**config.mk**
```make
export PLATFORM = sky130hd
export DESIGN_NAME = sensor_sample_clamp_timing
export DESIGN_NICKNAME = d
export VERILOG_FILES = /design/src/rtl/afe_timing_pkg.sv /design/src/rtl/pipe_if.sv /design/src/rtl/pipe_chain.sv /design/src/rtl/sensor_sample_clamp_timing.sv
export SDC_FILE = /design/constraint.sdc
export NUM_CORES = 1
export LEC_CHECK = 0
export ABC_AREA = 1
export BUFFER_PORTS_ARGS = -buffer_cell sky130_fd_sc_hd__buf_4
export CAP_MARGIN = 0
export CORE_MARGIN = 2
export CORE_UTILIZATION = 28
export CTS_CLUSTER_DIAMETER = 100
export DETAILED_ROUTE_END_ITERATION = 12
export SYNTH_ARGS = -nofsm -noshare
export SYNTH_HDL_FRONTEND = slang
export SYNTH_HIERARCHICAL = 1
export SYNTH_SLANG_ARGS = --single-unit
```
**constraint.sdc**
```tcl
create_clock -name clk_sys -period 23.6 [get_ports clk_sys]
set_input_delay 4.72 -clock clk_sys [delete_from_list [all_inputs] [get_ports clk_sys]]
set_output_delay 4.72 -clock clk_sys [all_outputs]
set_load 0.01 [all_outputs]
```
**src/rtl/afe_timing_pkg.sv**
```systemverilog
// constants and types shared by the sensor front-end timing block
// assumes a single 25 MHz system clock samples every pin
package afe_timing_pkg;
   // ==========================================
   // widths and depths
   localparam int WORD_W = 10;
   localparam int PIPE_DEPTH = 9;
   localparam int GAIN_W = 10;
   localparam int MID_GAIN_W = 9;
   localparam int GAIN_REGION_BIT = 9;

   // ==========================================
   // field positions and reset values
   localparam int POL_SAMPLE_BIT = 1;
   localparam int POL_CLAMP_BIT = 0;
   localparam logic [1:0] POL_RESET = 2'h0;
   localparam logic [1:0] CLAMP_SEL_RESET = 2'h0;
   localparam logic [GAIN_W-1:0] GAIN_RESET = 10'h000;
   localparam logic [WORD_W-1:0] FLOOR_RESET = 10'h3FF;

   // ==========================================
   // black levels in output codes, midscale offset
   localparam logic [WORD_W-1:0] BLACK_SEL0 = 10'h020;
   localparam logic [WORD_W-1:0] BLACK_SEL1 = 10'h030;
   localparam logic [WORD_W-1:0] BLACK_SEL2 = 10'h040;
   localparam logic [WORD_W-1:0] BLACK_SEL3 = 10'h010;
   localparam logic [WORD_W-1:0] MID_OFFSET = 10'h200;
   localparam logic [WORD_W-1:0] WORD_MAX = 10'h3FF;
   localparam logic [10:0] UNITY_GAIN = 11'h400;

   // ==========================================
   // timing, for reference only: the far side keeps it
   localparam int CLK_PERIOD_NS = 40;
   localparam int INHIBIT_NS = 15;
   localparam int INHIBIT_CYCLES_RAW = (INHIBIT_NS + CLK_PERIOD_NS - 1) / CLK_PERIOD_NS;
   localparam int INHIBIT_CYCLES = (INHIBIT_CYCLES_RAW < 1) ? 1 : INHIBIT_CYCLES_RAW;

   typedef enum logic [1:0] {
      MODE_DIRECT = 2'b00,
      MODE_AUX = 2'b01,
      MODE_MIDSCALE = 2'b10,
      MODE_IMAGE = 2'b11
   } conv_mode_t;

   function automatic logic [WORD_W-1:0] black_level(input logic [1:0] sel);
      if (sel == 2'h0) begin
         black_level = BLACK_SEL0;
      end else if (sel == 2'h1) begin
         black_level = BLACK_SEL1;
      end else if (sel == 2'h2) begin
         black_level = BLACK_SEL2;
      end else begin
         black_level = BLACK_SEL3;
      end
   endfunction : black_level
endpackage : afe_timing_pkg

```
**src/rtl/pipe_if.sv**
```systemverilog
// carries conversion words from the sampler into the output chain
// assumes the producer drives advance as a one-cycle strobe
`timescale 1ns/1ps
`default_nettype none
interface pipe_if;
   import afe_timing_pkg::*;
   logic advance;
   logic [WORD_W-1:0] word_in;
   logic [WORD_W-1:0] word_out;
   modport feed(output advance, output word_in, input word_out);
   modport chain(input advance, input word_in, output word_out);
endinterface : pipe_if
`default_nettype wire

```
**src/rtl/pipe_chain.sv**
```systemverilog
// nine-stage output register chain, shifted once per conversion edge
// assumes advance is a single-cycle pulse on clk_sys
`timescale 1ns/1ps
`default_nettype none
module pipe_chain #(
   parameter int DEPTH = afe_timing_pkg::PIPE_DEPTH
) (
   // clock and reset
   input wire logic clk_sys,
   input wire logic rst,
   // word stream
   pipe_if.chain p
);
   import afe_timing_pkg::*;

   logic [WORD_W-1:0] stage [DEPTH];
   logic [WORD_W-1:0] next_stage [DEPTH];

   // ==========================================
   // shift chain
   always_comb begin
      next_stage = stage;
      if (p.advance) begin
         next_stage[0] = p.word_in;
         for (int i = 1; i < DEPTH; i++) begin
            next_stage[i] = stage[i-1];
         end
      end
   end

   always_ff @(posedge clk_sys or posedge rst) begin
      if (rst) begin
         for (int i = 0; i < DEPTH; i++) begin
            stage[i] <= '0;
         end
      end else begin
         stage <= next_stage;
      end
   end

   assign p.word_out = stage[DEPTH-1];
endmodule : pipe_chain
`default_nettype wire

```
**src/rtl/sensor_sample_clamp_timing.sv**
```systemverilog
// sampling, clamping and gain control of an image-sensor front end
// assumes all pins, the conversion clock among them, are synchronous to clk_sys
`timescale 1ns/1ps
`default_nettype none
// Contract
// - in image mode the reference and pixel levels are caught on their sample rising edges.
// - each converted sample appears on the output bus nine conversion cycles after it was taken.
// - with input clamp and pixel blanking both active the clamp is applied and blanking ignored.
// - reference standby holds while the sleep pin is high.
// - a two-bit field sets sample and clamp pulse levels independently, 00 all active low.
// - in aux and direct modes the most negative input is clamped to the black level.
// - a two-bit field selects black level 32, 48, 64 or 16 codes and resets to 00.
// - in image mode the gain stage takes a full 10-bit gain code.
// - image gain codes 0 to 511 and 512 to 1023 form two separate regions.
// - in midscale mode the gain stage uses only 9 bits of the code.
module sensor_sample_clamp_timing (
   // clock and reset
   input wire logic clk_sys,
   input wire logic rst,
   // timing pulses from the generator
   input wire logic reference_sample_pulse,
   input wire logic signal_sample_pulse,
   input wire logic conversion_clock,
   input wire logic black_level_clamp_pulse,
   input wire logic input_clamp_pulse,
   input wire logic pixel_blank_pulse,
   input wire logic reference_sleep_pin,
   // configuration
   input wire logic [1:0] conv_mode_sel,
   input wire logic [1:0] polarity_sel,
   input wire logic [1:0] clamp_level_sel,
   input wire logic [afe_timing_pkg::GAIN_W-1:0] gain_code,
   // digitised analog input
   input wire logic [afe_timing_pkg::WORD_W-1:0] sensor_level,
   // results and status
   output logic [afe_timing_pkg::WORD_W-1:0] output_word_bus,
   output logic reference_standby,
   output logic gain_upper_region
);
   import afe_timing_pkg::*;

   // ==========================================
   // state
   conv_mode_t mode, next_mode;
   logic [1:0] pol, next_pol;
   logic [1:0] clamp_sel, next_clamp_sel;
   logic [GAIN_W-1:0] gain_cfg, next_gain_cfg;
   logic ref_prev, next_ref_prev;
   logic sig_prev, next_sig_prev;
   logic conv_prev, next_conv_prev;
   logic [WORD_W-1:0] ref_level, next_ref_level;
   logic [WORD_W-1:0] pix_level, next_pix_level;
   logic [WORD_W-1:0] floor_level, next_floor_level;
   logic signed [12:0] ob_offset, next_ob_offset;
   logic next_standby;
   logic next_gain_upper;

   // ==========================================
   // combinational terms
   logic ref_act, sig_act, ob_act, clamp_act, blank_act, blank_eff;
   logic ref_rise, sig_rise, conv_rise;
   logic [GAIN_W-1:0] gain_eff;
   logic [WORD_W-1:0] black, cds, held, result;
   logic [20:0] product;
   logic [10:0] amp;
   logic signed [12:0] offset, sum;

   pipe_if pipe ();

   pipe_chain #(
      .DEPTH(PIPE_DEPTH)
   ) u_chain (
      .clk_sys(clk_sys),
      .rst(rst),
      .p(pipe.chain)
   );

   // ==========================================
   // pulse levels and edges
   always_comb begin
      ref_act = pol[POL_SAMPLE_BIT] ? reference_sample_pulse : !reference_sample_pulse;
      sig_act = pol[POL_SAMPLE_BIT] ? signal_sample_pulse : !signal_sample_pulse;
      ob_act = pol[POL_CLAMP_BIT] ? black_level_clamp_pulse : !black_level_clamp_pulse;
      clamp_act = pol[POL_CLAMP_BIT] ? input_clamp_pulse : !input_clamp_pulse;
      // blanking has no polarity field of its own and is taken as active high
      blank_act = pixel_blank_pulse;
      blank_eff = blank_act && !clamp_act;
      ref_rise = ref_act && !ref_prev;
      sig_rise = sig_act && !sig_prev;
      conv_rise = conversion_clock && !conv_prev;
   end

   // ==========================================
   // next values
   always_comb begin
      next_mode = conv_mode_t'(conv_mode_sel);
      next_pol = polarity_sel;
      next_clamp_sel = clamp_level_sel;
      next_gain_cfg = gain_code;
      next_ref_prev = ref_act;
      next_sig_prev = sig_act;
      next_conv_prev = conversion_clock;
      next_ref_level = ref_level;
      next_pix_level = pix_level;
      next_floor_level = floor_level;
      next_ob_offset = ob_offset;
      next_standby = reference_sleep_pin;
      if (mode == MODE_MIDSCALE) begin
         gain_eff = {1'b0, gain_cfg[MID_GAIN_W-1:0]};
      end else begin
         gain_eff = gain_cfg;
      end
      next_gain_upper = (mode == MODE_IMAGE) && gain_cfg[GAIN_REGION_BIT];
      black = black_level(clamp_sel);
      if (mode == MODE_IMAGE) begin
         cds = (ref_level > pix_level) ? ref_level - pix_level : '0;
      end else if (mode == MODE_MIDSCALE) begin
         // the midscale input has no floor clamp; its level goes straight to the gain stage
         cds = sensor_level;
      end else begin
         cds = (sensor_level > floor_level) ? sensor_level - floor_level : '0;
      end
      // an active clamp forces the input to its reference, so blanking has nothing to add
      if (clamp_act || blank_eff || reference_standby) begin
         held = '0;
      end else begin
         held = cds;
      end
      // gain shape is a simple linear stand-in; the analog curve is not modelled
      product = 21'(held) * 21'(UNITY_GAIN + 11'(gain_eff));
      if (mode == MODE_DIRECT) begin
         amp = {1'b0, held};
      end else begin
         amp = product[20:10];
      end
      if (mode == MODE_IMAGE) begin
         offset = ob_offset;
      end else if (mode == MODE_MIDSCALE) begin
         offset = $signed({3'b000, MID_OFFSET});
      end else begin
         offset = $signed({3'b000, black});
      end
      sum = $signed({2'b00, amp}) + offset;
      if (sum < 0) begin
         result = '0;
      end else if (sum > $signed({3'b000, WORD_MAX})) begin
         result = WORD_MAX;
      end else begin
         result = sum[WORD_W-1:0];
      end
      if (conv_rise) begin
         if ((mode == MODE_AUX || mode == MODE_DIRECT) && sensor_level < floor_level) begin
            // the floor never rises again until reset; a drifting sync tip is not followed
            next_floor_level = sensor_level;
         end
         if (mode == MODE_IMAGE && ob_act) begin
            next_ob_offset = $signed({3'b000, black}) - $signed({2'b00, amp});
         end
      end
      if (!reference_standby && mode == MODE_IMAGE) begin
         if (ref_rise) begin
            next_ref_level = sensor_level;
         end
         if (sig_rise) begin
            next_pix_level = sensor_level;
         end
      end
   end

   assign pipe.advance = conv_rise;
   assign pipe.word_in = result;
   assign output_word_bus = pipe.word_out;

   always_ff @(posedge clk_sys or posedge rst) begin
      if (rst) begin
         mode <= MODE_IMAGE;
         pol <= POL_RESET;
         clamp_sel <= CLAMP_SEL_RESET;
         gain_cfg <= GAIN_RESET;
         // start as if active, so loading the polarity code cannot fake a rise
         ref_prev <= 1'b1;
         sig_prev <= 1'b1;
         conv_prev <= 1'b0;
         ref_level <= '0;
         pix_level <= '0;
         floor_level <= FLOOR_RESET;
         ob_offset <= '0;
         reference_standby <= 1'b0;
         gain_upper_region <= 1'b0;
      end else begin
         mode <= next_mode;
         pol <= next_pol;
         clamp_sel <= next_clamp_sel;
         gain_cfg <= next_gain_cfg;
         ref_prev <= next_ref_prev;
         sig_prev <= next_sig_prev;
         conv_prev <= next_conv_prev;
         ref_level <= next_ref_level;
         pix_level <= next_pix_level;
         floor_level <= next_floor_level;
         ob_offset <= next_ob_offset;
         reference_standby <= next_standby;
         gain_upper_region <= next_gain_upper;
      end
   end
endmodule : sensor_sample_clamp_timing
`default_nettype wire

```
==> flow_summary.ini <==
[yosys]
synth_top_area_share_pct = 29.8
synth_compound_area_share_pct = 7.22
synthSimpleGateAreaFrac_pct = 26.6
syn-num-nets = 1676
yosysTopAreaCell = dfrtp_1
synth.yosys.seq_area_share_pct = 32.9
synth_area_per_cell_um2 = 7.90
synth_area_um2 = 11700
synth-xor-area-share_pct = 1.94
synth_most_common_cell = nand2_1
synth_cells = 1480
synth_top_family_by_area = simple AND/OR/NAND/NOR gates
async_flop_share_pct = 100
ys_seq_elements = 153
synth_common_cells = 519 x nand2_1, 201 x inv_1, 139 x dfrtp_1
synth_fa_ha_area_share_pct = 21.9
ys_top_cells_by_area = dfrtp_1 30%, nand2_1 17%, fa_1 12%, ha_1 9.5%, inv_1 6.5%
synth-main-ff-cell = dfrtp_1
ys_warn_count = 6
synth.area.mux_share_pct = 0
synth_edf_count = 0
synth_cell_types = 51

[place]
routabilityCongestion = 0.910
post-place-ws_ns = 9.40
place_inst = 2017
post-dp-hpwl_um = 20000
place_area_um2 = 12400
port-buffer-count = 46

[final_layout]
n_fill_cell = 4372
fin_util_pct = 31.7
nets = 1700
design_area_um2 = 13000
area_delta_synth_final_pct = 11.3
fin_cells = 2050
layout-drive-gt1-share_pct = 10.2

[setup_path]
worstPathMaxFanout = 10
path_common_cell = nand2_1
cp_slowest_stage_delay_ns = 0.88
slowest_stage = a21oi_1
worstPathArrival_ns = 14.24
crit_buf_inv = 7
cp-start-kind = input pin
critPathRequiredTime_ns = 23.93
critPathTopFamily = adder cells
critPathKind = input pin to flop
critical_path.endpoint_type = flop

[timing]
relSlewSlack_pct = 25.3
worstMarginPinSlew_ns = 1.12
hold_viol = 0
max_freq_mhz = 71.9
period_minus_slack_ns = 13.91
rsz0062_at_grt = false
drv_slew = 0
worst_slack_ns = 9.69
setup_viol = 0
whs_ns = 0.465
final.setup_skew_ns = 0.0123
period_share_pct = 59.0
tns_ns = 0

[cts]
clock_latency_ns = 0.44
clock_sinks = 153
cts.repair.resized = 0
clock_path_buffers = 2
clk_pin_slew_worst_paths_ns = 0.07
cts_setup_buffers = 0
numCtsBuffers = 17
holdBufCountCts = 0
htreeDepth = 4
cts_tree = yes
cts-root-buf = clkbuf_16

[outcome]
status = finished clean

[floorplanning]
core-area_um2 = 41000
die_h_um = 208
die_w_um = 208
ios = 47
rows = 74
die_area_um2 = 43400
start_util_pct = 28.5

[routing]
vias = 9263
drt_iter0_drc = 713
wirelength_um = 27000
avgRoutedWirePerCell_um = 13.2
drtAntennaViolNets = 0
via_per_inst = 4.52
drc = 0
firstDrtPassIters = 5

[grt]
grt_pass1_vias = 9321
gr-total-overflow = 0
grt_start_max_net_pins = 94
grt_use_total_pct = 13.2
antenna_found_initial = 1
grt_pass1_wl_um = 46400

[power_and_ir_drop]
vdd_drop_max_v = 0.0000495
power_leakage_nw = 7.07
p_per_area_nw_per_um2 = 83.7
finalPower_mw = 1.09

[min_path]
hold_class = flop to flop

[job]
max-cap-violations = 0
[final cells by class]
type | instances | area, um2 | area share (%)
multi-input cells | 1069 | 6740 | 51.8
flip-flops and latches | 153 | 3850 | 29.6
inverters | 214 | 817 | 6.28
well taps | 532 | 666 | 5.12
clock buffers | 19 | 433 | 3.33
repair buffers | 49 | 368 | 2.83
clock inverters | 13 | 135 | 1.04
diodes | 1 | 2.50 | 0.0192
[cells in the final DEF, fill, tap and decap left out, types with 4 or more instances in the layout]
master / synthesis / layout
inv_6: 2 / 6
nor4_1: 4 / 4
nor2_4: 3 / 4
o21ai_1: 9 / 9
dfstp_2: 14 / 14
dfrtp_1: 139 / 139
nand2_1: 519 / 519
fa_1: 72 / 72
inv_1: 201 / 199
inv_2: 5 / 6
xor2_1: 12 / 12
nor2_2: 4 / 4
xnor2_1: 12 / 12
nand3_1: 39 / 39
ha_1: 89 / 89
clkinv_1: 5 / 5
a21oi_1: 58 / 58
nor2_1: 98 / 97
buf_4: 13 / 49
nand3_2: 23 / 23
clkbuf_16: 0 / 17
nand2_2: 11 / 11
nand4_1: 7 / 7
o21ai_0: 65 / 65
nand3b_1: 4 / 4
[sequential cells by signal, indices dropped and copies added, names as in the netlist]
register            cells
conv_prev               1
sig_prev                1
clamp_sel               2
u_chain/stage          80
reference_standby       1
pol                     2
ob_offset              12
pix_level              10
ref_prev                1
ref_level              10
gain_upper_region       1
gain_cfg               10
mode                    2
floor_level            10
u_chain/p.word_out     10
[report_power, final]
group          switching, mW  internal, mW  leakage (nW)
clock network          0.127         0.149         0.271
logic                  0.272         0.167          4.87
registers             0.0361         0.337          1.93
[cell families after synthesis]
kind of cell	after synthesis
xor+xnor	25
buf+inv	258
compound gates	156
fa+ha+maj	161
simple gates	727
flops	153
[per-layer routing]
layer	part of all wire (%)	GRT usage, %	vias up
met5	0	0	-
met4	1.8	4.17	0
met1	48	17.9	4395
met2	45	21.1	196
li1	-	-	4644
met3	5.0	2.67	28
[worst min-delay path: stages, from the launching register on]
cell and delay, ns:
dfrtp_1 0.34, nand2_1 0.05, nand2_1 0.05
[worst paths after layout]
path                                                      end  slack (ns)  cells after the start                     startpoint
min in group asynchronous       u_chain/stage[77]$_DFFE_PP0P_        4.27                      2                            rst
worst max-delay path            u_chain/stage[83]$_DFFE_PP0P_        9.69                     46                sensor_level[6]
worst min-delay path            u_chain/stage[79]$_DFFE_PP0P_        0.47                      2  u_chain/stage[89]$_DFFE_PP0P_
max in group asynchronous       u_chain/stage[50]$_DFFE_PP0P_       18.16                      3                            rst
worst max register to register  u_chain/stage[83]$_DFFE_PP0P_       13.52                     46     floor_level[6]$_DFFE_PP1P_
worst min register to register  u_chain/stage[79]$_DFFE_PP0P_        0.47                      2  u_chain/stage[89]$_DFFE_PP0P_
Power figures use the tool's default switching activity.
